**src/rtl/reset_cause_pkg.sv**
```systemverilog
// Constants and types for the reset cause and status register block
package reset_cause_pkg;

    localparam int ADDR_W = 12;
    localparam int DATA_W = 32;
    localparam int REG_W = 16;

    // Byte addresses of the registers
    localparam logic [11:0] OFS_CAUSE = 12'h000;
    localparam logic [11:0] OFS_IRQ_STATUS = 12'h004;
    localparam logic [11:0] OFS_IRQ_MASK = 12'h008;
    localparam logic [11:0] OFS_LEVELS = 12'h00C;

    // Field positions in the cause register
    localparam int BIT_POR = 0;
    localparam int BIT_BOR = 1;
    localparam int BIT_IDLE = 2;
    localparam int BIT_SLEEP = 3;
    localparam int BIT_WATCHDOG_TIMEOUT_FLAG = 4;
    localparam int BIT_WATCHDOG_SOFT_ENABLE = 5;
    localparam int BIT_SWR = 6;
    localparam int BIT_PIN_RESET_FLAG = 7;
    localparam int BIT_REGULATOR_SLEEP_STANDBY = 8;
    localparam int BIT_CM = 9;
    localparam int BIT_FLASH_REGULATOR_STANDBY = 11;
    localparam int BIT_ILLEGAL_ACCESS_FLAG = 14;
    localparam int BIT_TRAP_CONFLICT_FLAG = 15;

    localparam logic [15:0] CAUSE_RESET = 16'h0003;
    localparam logic [15:0] CAUSE_WRITABLE = 16'hCBFF;
    localparam logic [15:0] IRQ_MASK_RESET = 16'h0000;

    // Requests from the reset sources and power-state logic, asynchronous levels
    typedef struct packed {
        logic trapConflict;
        logic illegalAccess;
        logic configMismatch;
        logic pinReset;
        logic instructionReset;
        logic watchdogTimeout;
        logic sleepWake;
        logic idleWake;
        logic brownout;
    } resetSources_t;

    localparam int SRC_W = $bits(resetSources_t);

    typedef enum {
        SEL_CAUSE,
        SEL_IRQ_STATUS,
        SEL_IRQ_MASK,
        SEL_LEVELS,
        SEL_NONE
    } regSel_t;

endpackage

```
**src/rtl/edge_sync.sv**
```systemverilog
// Two-flop synchroniser with registered rising-edge detect
`timescale 1ns/1ps
module edge_sync #(
    parameter int WIDTH = 1
) (
    input wire logic clk,
    input wire logic rst_n,
    input wire logic [WIDTH-1:0] asyncIn,
    output logic [WIDTH-1:0] level,
    output logic [WIDTH-1:0] rise
);

    typedef struct packed {
        logic [WIDTH-1:0] meta;
        logic [WIDTH-1:0] stable;
        logic [WIDTH-1:0] delayed;
        logic [WIDTH-1:0] rise;
    } syncState_t;

    syncState_t s_q;
    syncState_t s_d;

    // Meta is read only by the stable stage
    always_comb begin
        s_d = s_q;
        s_d.meta = asyncIn;
        s_d.stable = s_q.meta;
        s_d.delayed = s_q.stable;
        s_d.rise = s_q.stable & ~s_q.delayed;
    end

    always_ff @(posedge clk) begin
        if (!rst_n) begin
            s_q <= '0;
        end else begin
            s_q <= s_d;
        end
    end

    assign level = s_q.stable;
    assign rise = s_q.rise;

endmodule

```
**src/rtl/reset_cause_register.sv**
```systemverilog
// Reset cause and status register with APB access and cause-event interrupt
//
// The APB register port and the register offsets were decided locally.
`timescale 1ns/1ps
module reset_cause_register (
    input wire logic clk,
    input wire logic rst_n,
    input wire logic [reset_cause_pkg::ADDR_W-1:0] paddr,
    input wire logic psel,
    input wire logic penable,
    input wire logic pwrite,
    input wire logic [reset_cause_pkg::DATA_W-1:0] pwdata,
    input wire logic [3:0] pstrb,
    output logic [reset_cause_pkg::DATA_W-1:0] prdata,
    output logic pready,
    output logic pslverr,
    input wire reset_cause_pkg::resetSources_t sourceRequest,
    input wire logic watchdogFuseEnable,
    output logic watchdogEnable,
    output logic flashRegulatorStandby,
    output logic regulatorSleepStandby,
    output logic irq
);

    typedef struct packed {
        logic [reset_cause_pkg::REG_W-1:0] cause;
        logic [reset_cause_pkg::REG_W-1:0] irqStatus;
        logic [reset_cause_pkg::REG_W-1:0] irqMask;
        logic [reset_cause_pkg::DATA_W-1:0] rdata;
        logic wdtEnable;
        logic irq;
    } regState_t;

    // Cause flags at power-on; pending bits and enables start clear
    localparam regState_t STATE_RESET = '{
        cause: reset_cause_pkg::CAUSE_RESET,
        irqStatus: '0,
        irqMask: reset_cause_pkg::IRQ_MASK_RESET,
        rdata: '0,
        wdtEnable: 1'b0,
        irq: 1'b0
    };

    localparam int SYNC_W = reset_cause_pkg::SRC_W + 1;

    regState_t s_q;
    regState_t s_d;

    logic [SYNC_W-1:0] syncLevel;
    logic [SYNC_W-1:0] syncRise;
    reset_cause_pkg::resetSources_t srcLevel;
    reset_cause_pkg::resetSources_t srcRise;
    logic fuseLevel;

    // Register map, one 16-bit register per aligned word, upper half reads zero except the fuse bit of levels:
    //   cause   - sticky reset cause flags, watchdog soft enable, regulator standby bits
    //   status  - one pending bit per cause event, cleared by writing a one
    //   mask    - enables a pending bit onto the interrupt line
    //   levels  - synchronised source levels in the cause layout, fuse above them
    // Cause layout: 0 power-on, 1 brown-out, 2 idle, 3 sleep, 4 watchdog time-out,
    //   5 soft watchdog enable, 6 instruction reset, 7 pin reset, 8 regulator sleep
    //   standby, 9 config mismatch, 11 flash regulator standby, 14 illegal access,
    //   15 trap conflict; 10, 12 and 13 are reserved and read zero.
    // Offsets are byte addresses; misaligned or unknown ones answer with an error.
    // Address decode, shared by the read path and the write path
    function automatic reset_cause_pkg::regSel_t decodeAddr(
        input logic [reset_cause_pkg::ADDR_W-1:0] addr
    );
        reset_cause_pkg::regSel_t sel;
        case (addr)
            reset_cause_pkg::OFS_CAUSE: begin
                sel = reset_cause_pkg::SEL_CAUSE;
            end
            reset_cause_pkg::OFS_IRQ_STATUS: begin
                sel = reset_cause_pkg::SEL_IRQ_STATUS;
            end
            reset_cause_pkg::OFS_IRQ_MASK: begin
                sel = reset_cause_pkg::SEL_IRQ_MASK;
            end
            reset_cause_pkg::OFS_LEVELS: begin
                sel = reset_cause_pkg::SEL_LEVELS;
            end
            default: begin
                sel = reset_cause_pkg::SEL_NONE;
            end
        endcase
        return sel;
    endfunction

    // Places each source at its flag position in the 16-bit layout
    function automatic logic [reset_cause_pkg::REG_W-1:0] toFlags(
        input reset_cause_pkg::resetSources_t src
    );
        logic [reset_cause_pkg::REG_W-1:0] f;
        f = '0;
        f[reset_cause_pkg::BIT_TRAP_CONFLICT_FLAG] = src.trapConflict;
        f[reset_cause_pkg::BIT_ILLEGAL_ACCESS_FLAG] = src.illegalAccess;
        f[reset_cause_pkg::BIT_CM] = src.configMismatch;
        f[reset_cause_pkg::BIT_PIN_RESET_FLAG] = src.pinReset;
        f[reset_cause_pkg::BIT_SWR] = src.instructionReset;
        f[reset_cause_pkg::BIT_WATCHDOG_TIMEOUT_FLAG] = src.watchdogTimeout;
        f[reset_cause_pkg::BIT_SLEEP] = src.sleepWake;
        f[reset_cause_pkg::BIT_IDLE] = src.idleWake;
        f[reset_cause_pkg::BIT_BOR] = src.brownout;
        return f;
    endfunction

    // Byte enables of the low half word, the only lanes that hold data
    function automatic logic [reset_cause_pkg::REG_W-1:0] laneMask(
        input logic [3:0] strb
    );
        return {{8{strb[1]}}, {8{strb[0]}}};
    endfunction

    // Read-modify-write of the enabled bits; bits outside the mask keep their value
    function automatic logic [reset_cause_pkg::REG_W-1:0] mergeBits(
        input logic [reset_cause_pkg::REG_W-1:0] oldBits,
        input logic [reset_cause_pkg::REG_W-1:0] newBits,
        input logic [reset_cause_pkg::REG_W-1:0] mask
    );
        logic [reset_cause_pkg::REG_W-1:0] merged;
        merged = (oldBits & ~mask) | (newBits & mask);
        return merged;
    endfunction

    // Write-one-to-clear of the enabled bits; written zeros leave bits alone
    function automatic logic [reset_cause_pkg::REG_W-1:0] clearOnes(
        input logic [reset_cause_pkg::REG_W-1:0] oldBits,
        input logic [reset_cause_pkg::REG_W-1:0] newBits,
        input logic [reset_cause_pkg::REG_W-1:0] mask
    );
        logic [reset_cause_pkg::REG_W-1:0] cleared;
        cleared = oldBits & ~(newBits & mask);
        return cleared;
    endfunction

    // One register hit by a write in the access phase
    function automatic logic hitReg(
        input logic write,
        input reset_cause_pkg::regSel_t sel,
        input reset_cause_pkg::regSel_t target
    );
        logic hit;
        hit = write && (sel == target);
        return hit;
    endfunction

    // Reserved cause bits never take a write, whatever the strobes say
    function automatic logic [reset_cause_pkg::REG_W-1:0] causeLanes(
        input logic [reset_cause_pkg::REG_W-1:0] lanes
    );
        return lanes & reset_cause_pkg::CAUSE_WRITABLE;
    endfunction

    // Level request while any pending flag is also enabled
    function automatic logic irqLevel(
        input logic [reset_cause_pkg::REG_W-1:0] status,
        input logic [reset_cause_pkg::REG_W-1:0] mask
    );
        logic level;
        level = |(status & mask);
        return level;
    endfunction

    // An unprogrammed fuse keeps the watchdog running; software cannot stop it then
    function automatic logic watchdogOn(
        input logic fuse,
        input logic [reset_cause_pkg::REG_W-1:0] cause
    );
        logic on;
        on = fuse | cause[reset_cause_pkg::BIT_WATCHDOG_SOFT_ENABLE];
        return on;
    endfunction

    // Read word of one register; unmapped and unused bits read zero
    function automatic logic [reset_cause_pkg::DATA_W-1:0] readWord(
        input reset_cause_pkg::regSel_t sel,
        input logic [reset_cause_pkg::REG_W-1:0] cause,
        input logic [reset_cause_pkg::REG_W-1:0] status,
        input logic [reset_cause_pkg::REG_W-1:0] mask,
        input logic [reset_cause_pkg::REG_W-1:0] levels,
        input logic fuse
    );
        logic [reset_cause_pkg::DATA_W-1:0] word;
        word = '0;
        case (sel)
            reset_cause_pkg::SEL_CAUSE: begin
                word[reset_cause_pkg::REG_W-1:0] = cause;
            end
            reset_cause_pkg::SEL_IRQ_STATUS: begin
                word[reset_cause_pkg::REG_W-1:0] = status;
            end
            reset_cause_pkg::SEL_IRQ_MASK: begin
                word[reset_cause_pkg::REG_W-1:0] = mask;
            end
            reset_cause_pkg::SEL_LEVELS: begin
                word[reset_cause_pkg::REG_W-1:0] = levels;
                word[reset_cause_pkg::REG_W] = fuse;
            end
            default: begin
                word = '0;
            end
        endcase
        return word;
    endfunction

    // Sources and the fuse strap come from other logic or pins, so all are synchronised.
    // A request costs four edges before its flag sets: two to settle, one to find the
    // edge, one to store the flag. Pulses shorter than a clock period may be missed; requests must be held
    // for at least one cycle and must fall for one cycle before they count again.
    edge_sync #(
        .WIDTH(SYNC_W)
    ) u_sync (
        .clk(clk),
        .rst_n(rst_n),
        .asyncIn({watchdogFuseEnable, sourceRequest}),
        .level(syncLevel),
        .rise(syncRise)
    );

    assign srcLevel = syncLevel[reset_cause_pkg::SRC_W-1:0];
    assign srcRise = syncRise[reset_cause_pkg::SRC_W-1:0];
    assign fuseLevel = syncLevel[SYNC_W-1];

    // Bus phases and register hits, shared by the state update and the error response
    logic setupRead;
    logic accessPhase;
    logic accessWrite;
    reset_cause_pkg::regSel_t busSel;
    logic hitCause;
    logic hitStatus;
    logic hitMask;

    // Decoded write data and the flag patterns of the synchronised sources
    logic [reset_cause_pkg::REG_W-1:0] byteMask;
    logic [reset_cause_pkg::REG_W-1:0] busData;
    logic [reset_cause_pkg::REG_W-1:0] setFlags;
    logic [reset_cause_pkg::REG_W-1:0] levelFlags;

    assign accessPhase = psel && penable;
    assign setupRead = psel && !penable && !pwrite;
    assign accessWrite = accessPhase && pwrite;
    assign busSel = decodeAddr(paddr);
    assign hitCause = hitReg(
        accessWrite,
        busSel,
        reset_cause_pkg::SEL_CAUSE
    );
    assign hitStatus = hitReg(
        accessWrite,
        busSel,
        reset_cause_pkg::SEL_IRQ_STATUS
    );
    assign hitMask = hitReg(
        accessWrite,
        busSel,
        reset_cause_pkg::SEL_IRQ_MASK
    );
    assign byteMask = laneMask(pstrb);
    assign busData = pwdata[reset_cause_pkg::REG_W-1:0];
    // Only rising edges set flags, so a request held high is recorded once
    assign setFlags = toFlags(srcRise);
    assign levelFlags = toFlags(srcLevel);

    always_comb begin
        s_d = s_q;

        // Software write only stores the value; nothing here reaches a reset
        if (hitCause) begin
            s_d.cause = mergeBits(
                s_q.cause,
                busData,
                causeLanes(byteMask)
            );
        end
        // A source edge in the same cycle as a software clear still leaves its flag set
        s_d.cause = s_d.cause | setFlags;

        if (hitStatus) begin
            s_d.irqStatus = clearOnes(
                s_q.irqStatus,
                busData,
                byteMask
            );
        end
        s_d.irqStatus = s_d.irqStatus | setFlags;

        if (hitMask) begin
            s_d.irqMask = mergeBits(
                s_q.irqMask,
                busData,
                byteMask
            );
        end

        s_d.irq = irqLevel(
            s_d.irqStatus,
            s_d.irqMask
        );

        // Fuse forces the watchdog on whatever the soft enable holds
        s_d.wdtEnable = watchdogOn(
            fuseLevel,
            s_d.cause
        );

        // Read data is captured in the setup cycle so it leaves a flop in the access cycle
        if (setupRead) begin
            s_d.rdata = readWord(
                busSel,
                s_q.cause,
                s_q.irqStatus,
                s_q.irqMask,
                levelFlags,
                fuseLevel
            );
        end
    end

    // Power-on reset loads the cause register with only the power-on and brown-out flags
    always_ff @(posedge clk) begin
        if (!rst_n) begin
            s_q <= STATE_RESET;
        end else begin
            s_q <= s_d;
        end
    end

    // Zero wait states; an unmapped address answers with an error and changes nothing
    assign pready = 1'b1;
    assign pslverr = accessPhase && (busSel == reset_cause_pkg::SEL_NONE);
    assign prdata = s_q.rdata;

    // Standby bits are plain stored values: 1 keeps that regulator active in sleep
    assign watchdogEnable = s_q.wdtEnable;
    assign flashRegulatorStandby = s_q.cause[reset_cause_pkg::BIT_FLASH_REGULATOR_STANDBY];
    assign regulatorSleepStandby = s_q.cause[reset_cause_pkg::BIT_REGULATOR_SLEEP_STANDBY];
    assign irq = s_q.irq;

endmodule

```
**config.mk**
```make
export PLATFORM = sky130hd
export DESIGN_NAME = reset_cause_register
export DESIGN_NICKNAME = d
export VERILOG_FILES = /design/src/rtl/reset_cause_pkg.sv /design/src/rtl/edge_sync.sv /design/src/rtl/reset_cause_register.sv
export SDC_FILE = /design/constraint.sdc
export NUM_CORES = 1
export LEC_CHECK = 0
export BUFFER_PORTS_ARGS = -buffer_cell sky130_fd_sc_hd__buf_2
export CAP_MARGIN = 30
export CORE_MARGIN = 5
export CORE_UTILIZATION = 35
export DETAILED_ROUTE_END_ITERATION = 8
export SLEW_MARGIN = 40
export SYNTH_ARGS = -nofsm -noshare
export SYNTH_HDL_FRONTEND = slang
export SYNTH_SLANG_ARGS = --single-unit
```
**constraint.sdc**
```tcl
create_clock -name clk -period 2.1 [get_ports clk]
set_input_delay 0.21 -clock clk [delete_from_list [all_inputs] [get_ports clk]]
set_output_delay 0.21 -clock clk [all_outputs]
set_load 0.005 [all_outputs]
```
==> impl_metrics.yaml, run 1 <==
outcome:
  status: "finished with violations"
  violations: "negative setup slack"
timing:
  fin_tns_setup_ps: -44.9
  skew_ps: 7.57
  finalWorstSetupSlack_ps: -44.9
  rsz0062_at_grt: "yes"
  fmax_mhz: 466
  setup_viol: 1
  period_needed_ps: 2140
  tightest_slew_ps: 654
  final_hold_viol_count: 0
  hold_slack_ps: 70.6
  maxSlewViolCount: 0
  period_share_pct: 102
  relSlewSlack_pct: 56.4
synth:
  synthCells: 435
  synth_common_cells: "dfxtp_1 (102), nor2_1 (41), buf_4 (35)"
  async_flop_share_pct: 0
  ys_seq_area_share_pct: 48.2
  synth_top_area_cell: "dfxtp_1"
  ys_ff_latch: 102
  syn-cell-area_mm2: 0.00424
  synth_warnings: 0
  synthFlopType: "dfxtp_1"
  yosys-top-cells-area: "dfxtp_1 (48%), mux2i_1 (7.1%), buf_4 (6.2%)"
  synth_most_common_cell: "dfxtp_1"
  synth.distinct_cells: 47
  synth.avg_cell_area_um2: 9.74
  synth_top_area_share_pct: 48.2
  synth_edf_count: 0
route:
  vias: 3211
  wl_um: 10200
  top_layer: "met4"
  detail_route.wl_per_cell_um: 15.3
  drc_errors: 0
  wl_met2_um: 4760
  drt_iter0_drc: 214
  wl_met3_um: 495
  first_pass_iters: 4
  viasPerCell: 4.81
  ant_nets: 0
  wl_met1_um: 4870
power_and_ir_drop:
  p_int_mw: 3.17
  comb_power_share_pct: 6.2
  switchingPower_mw: 0.869
  vdd_drop_max_mv: 0.527
  p_leak_nw: 2.18
  netSwitchingFraction_pct: 21.5
  p_seq_share_pct: 49.3
  pwr-share-clk_pct: 44.5
  power-per-cell-area_mw_per_mm2: 775
floorplanning:
  die_h_um: 120
  start_util_pct: 35.4
  die_w_um: 120
  core-area_mm2: 0.0120
  dieArea_mm2: 0.0144
  rows: 40
  pin_count: 101
critical_path:
  rrSetupSlack_ps: 740
  crit_path_end_kind: "register"
  r2r_cells: 4
  cp.arrival_ps: 2360
  path_max_fanout: 8
  reg2reg_to: "irq$_SDFF_PN0_"
  cp-startpoint: "paddr[7]"
  worst-setup-path-type: "input port to register"
  reg2reg_from: "s_q[50]$_SDFF_PN0_"
  required_ps: 2320
  worstSetupStartpointType: "input port"
place:
  pre_cts_ws_ps: -450
  port_buffers: 66
  post_dp_cell_area_mm2: 0.00481
  place.gp.congestion: 0.847
  dp_hpwl_um: 7620
final_layout:
  fin_nets: 579
  fin_area_mm2: 0.00521
  drive_above_1_share_pct: 29.8
  fin_util_pct: 43.6
  syn_to_final_growth_pct: 23.0
  diodes: 0
clocking:
  cts_root_buf: "clkbuf_16"
  insertion_delay_ps: 340
  ctsHoldBuffers: 0
  clk_pin_slew_ps: 70
  htreeDepth: 3
  cts_tree: "yes"
  cts.sinks: 102
  clock_path_buffers: 2
  cts_buffers: 9
worst_hold_path:
  min_to: "u_sync.s_d[23]$_SDFF_PN0_"
  hp-class: "input port to register"
  min_from: "sourceRequest[3]"
  hold_depth: 2
global_routing:
  gr-usage-all-layers_pct: 14.6
  antenna_found_initial: 0
  grt_pass1_vias: 3307
  grt_max_degree: 40
  overflow: 0
  grt_pass1_wl_um: 17000
job:
  drv_cap: 0
-- cells by family after synthesis --
group	count (synthesis)	share of synthesized area [%]
compound gates	67	10.5
buf+inv	69	9.45
flops	102	48.2
mux	40	12.1
other cells	2	0.177
simple gates	155	19.6
-- timing repair --
action | in CTS | in global routing
pin swaps | 1 | 0
endpoints found under the hold margin | 0 | 0
setup buffers | 2 | 1
setup endpoints to repair | 1 | 1
resized for setup | 7 | 3
-- worst max-delay path: stages --
cell and delay (ps):
buf_2 120, or4_4 590, nor4_2 290, buf_4 230, mux2i_1 250, o21bai_1 140, o2111ai_1 120, o41a_1 420
-- stage by stage --
| step | total power, mW | instances |
|---|---|---|
| floorplan | 2.17 | 449 |
| global placement | 2.27 | 649 |
| detailed placement | 2.28 | 649 |
| CTS | 4.07 | 667 |
| global route | 4.19 | 668 |
| finish | 4.04 | 668 |
-- flip-flops by register name, summed over array words and instances (netlist names), named ones only --
register        cells
irq                 1
prdata             17
s_q                42
u_sync.level       10
u_sync.rise         9
u_sync.s_d         10
u_sync.s_q          9
watchdogEnable      1
-- power groups by stage --
stage	Clock (mW)	Combinational (mW)	Sequential, mW
6_report	1.80	0.251	1.99
5_1_grt	1.92	0.276	1.99
4_1_cts	1.83	0.250	1.99
3_5_place_dp	0	0.244	2.03
3_3_place_gp	0	0.239	2.03
2_1_floorplan	0	0.146	2.03
-- layout make-up --
| class | instances | area (um2) |
|---|---|---|
| multi-input cells | 278 | 1890 |
| well taps | 147 | 184 |
| clock inverters | 6 | 90.1 |
| fillers | 1152 | 6750 |
| clock buffers | 10 | 239 |
| flip-flops and latches | 102 | 2040 |
| inverters | 11 | 41.3 |
| repair buffers | 114 | 726 |
-- worst max path at each step --
stage,to,slack [ps]
finish,irq$_SDFF_PN0_,-40
global route,irq$_SDFF_PN0_,-120
CTS,irq$_SDFF_PN0_,-20
detailed placement,irq$_SDFF_PN0_,-450
global placement,irq$_SDFF_PN0_,-320
floorplan,irq$_SDFF_PN0_,-140
-- placed cells by master (no fill, tap or decap), types with 3 or more instances in the layout --
cell type,count
a211oi_1,7
a21oi_1,25
a22oi_1,3
and2_1,30
and3_1,4
buf_2,63
buf_4,46
buf_6,4
clkbuf_16,9
conb_1,16
dfxtp_1,102
inv_1,11
mux2i_1,28
mux4_2,9
nand2_1,27
nand3_1,15
nand4_1,4
nor2_1,41
nor2b_1,16
nor3_1,3
nor4_2,3
o2111ai_1,3
o21a_1,5
o21ai_0,6
o21bai_1,3
-- routing by layer --
layer	global-route usage [%]	vias to the layer above
met3	3.68	4
met2	23.3	77
met5	0	-
met4	3.94	0
li1	-	1608
met1	19.6	1522
No activity file was read; power rests on OpenSTA's default activity.
==> run 2: changes to the inputs <==
--- a/config.mk
+++ b/config.mk
@@ -10,6 +10,7 @@
 export CORE_MARGIN = 5
 export CORE_UTILIZATION = 35
 export DETAILED_ROUTE_END_ITERATION = 8
+export GPL_TIMING_DRIVEN = 0
 export SLEW_MARGIN = 40
 export SYNTH_ARGS = -nofsm -noshare
 export SYNTH_HDL_FRONTEND = slang
==> run 2 against run 1 <==
The flow still finishes with violations (negative setup slack). Sequential power about the same. Non-clock buffer count increased by 31. Via count is 4.5% higher. Clock power decreased by 13%. Register-to-register slack got worse by 70 ps. Die area unchanged. Combinational power rose by 9.6%. Critical endpoint unchanged. Largest power group unchanged.
==> impl_metrics.yaml, run 2 (synthesized netlist as in run 1, its figures left out) <==
floorplanning:
  pin_count: 101
  die_h_um: 120
  die_w_um: 120
  dieArea_mm2: 0.0144
  core-area_mm2: 0.0120
  start_util_pct: 35.4
  rows: 40
critical_path:
  r2r_cells: 4
  rrSetupSlack_ps: 670
  crit_path_end_kind: "register"
  reg2reg_to: "irq$_SDFF_PN0_"
  path_max_fanout: 4
  critical_path.most_common_cell: "buf_4"
  required_ps: 2320
  cp.arrival_ps: 2470
  reg2reg_from: "s_q[42]$_SDFF_PN0_"
  cp_top_family: "simple AND/OR/NAND/NOR gates"
  path_cells: "buf_6, or4_4, buf_4, nor4_2, buf_4, buf_4, mux2i_1, o2111ai_1, o41a_1"
  worst-setup-path-type: "input port to register"
  worstSetupStartpointType: "input port"
  critPathMaxStageDelay_ps: 550
  crit_buf_inv: 4
  cp_slowest_cell: "or4_4"
timing:
  maxSlewViolCount: 0
  period_share_pct: 107
  skew_ps: 6.25
  relSlewSlack_pct: 55.5
  rsz0062_at_grt: "yes"
  finalWorstSetupSlack_ps: -151
  tightest_slew_ps: 668
  setup_viol: 2
  period_needed_ps: 2250
  final_hold_viol_count: 0
  fmax_mhz: 444
route:
  viasPerCell: 4.80
  drc_errors: 0
  drt_iter0_drc: 160
  wl_um: 10800
  detail_route.wl_per_cell_um: 15.5
  ant_nets: 0
  vias: 3354
  first_pass_iters: 5
final_layout:
  diodes: 0
  final_common_cell: "dfxtp_1"
  drive_above_1_share_pct: 31.7
  layout_common_cells: "dfxtp_1 (102), buf_2 (60), buf_4 (55)"
  largest_reg_flops: 42
  fin_area_mm2: 0.00542
  top_register: "s_q"
  fill_cells: 1153
  syn_to_final_growth_pct: 28.0
  fin_nets: 610
clocking:
  clk_pin_slew_ps: 70
  cts_tree: "yes"
  clock_path_buffers: 2
  htreeDepth: 3
  cts_buffers: 9
  cts.sinks: 102
  ctsHoldBuffers: 0
  insertion_delay_ps: 340
  cts_root_buf: "clkbuf_16"
power_and_ir_drop:
  power-per-cell-area_mw_per_mm2: 708
  vdd_drop_max_mv: 0.438
  p_leak_nw: 2.26
  p_total_mw: 3.84
place:
  place.gp.congestion: 0.823
  post_dp_cell_area_mm2: 0.00481
  port_buffers: 65
  dp_hpwl_um: 7780
  pre_cts_ws_ps: -574
global_routing:
  gr-usage-all-layers_pct: 15.0
  grt_max_degree: 19
  antenna_found_initial: 0
  grt_pass1_wl_um: 17100
  overflow: 0
  grt_pass1_vias: 3359
outcome:
  status: "finished with violations"
  violations: "negative setup slack"
worst_hold_path:
  min_to: "u_sync.s_d[21]$_SDFF_PN0_"
  hold_depth: 2
  min_from: "sourceRequest[1]"
  hp-class: "input port to register"
job:
  drv_cap: 0
## run 2: report_power, final
| part | switching, mW | internal, mW | total [mW] |
|---|---|---|---|
| Sequential | 0.0169 | 1.97 | 1.99 |
| Clock | 0.756 | 0.816 | 1.57 |
| Combinational | 0.149 | 0.125 | 0.275 |
## run 2: per-stage QoR
stage | hold slack, ps | instances | util [%] | TNS [ps]
floorplan | 297 | 449 | - | -143
global placement | 372 | 661 | 40.2 | -6090
detailed placement | 372 | 661 | 40.2 | -5610
CTS | 54.5 | 697 | 44.5 | -149
global route | 59.7 | 699 | 45.3 | -279
finish | 65.5 | 699 | 45.3 | -153
## run 2: worst max-delay path by stage
stage | end | slack (ps) | from | cells after the start
4_1_cts | irq$_SDFF_PN0_ | -150 | paddr[10] | 9
3_5_place_dp | watchdogEnable$_SDFF_PN0_ | -570 | paddr[1] | 8
3_3_place_gp | irq$_SDFF_PN0_ | -530 | paddr[7] | 8
2_1_floorplan | irq$_SDFF_PN0_ | -140 | paddr[2] | 8
5_1_grt | irq$_SDFF_PN0_ | -210 | paddr[1] | 9
6_report | irq$_SDFF_PN0_ | -150 | paddr[1] | 9
## run 2: what timing repair did
item / in CTS / in global routing
cloned: 1 / 0
gates resized for setup: 17 / 16
pin swaps: 6 / 4
setup endpoints to repair: 8 / 15
setup buffers: 20 / 2
## run 2: layer usage
layer	track usage, %	routed length [um]
met4	5.30	229
met2	25.4	5140
met5	0	0
met3	4.24	785
met1	18.2	4660
## run 2: layout make-up
class	instances	area [um2]	area share [%]
plain buffers	57	365	6.74
clock buffers	9	225	4.15
clock inverters	7	56.3	1.04
inverters	11	41.3	0.762
multi-input cells	278	1950	36.0
flip-flops and latches	102	2040	37.7
well taps	147	184	3.39
repair buffers	88	554	10.2
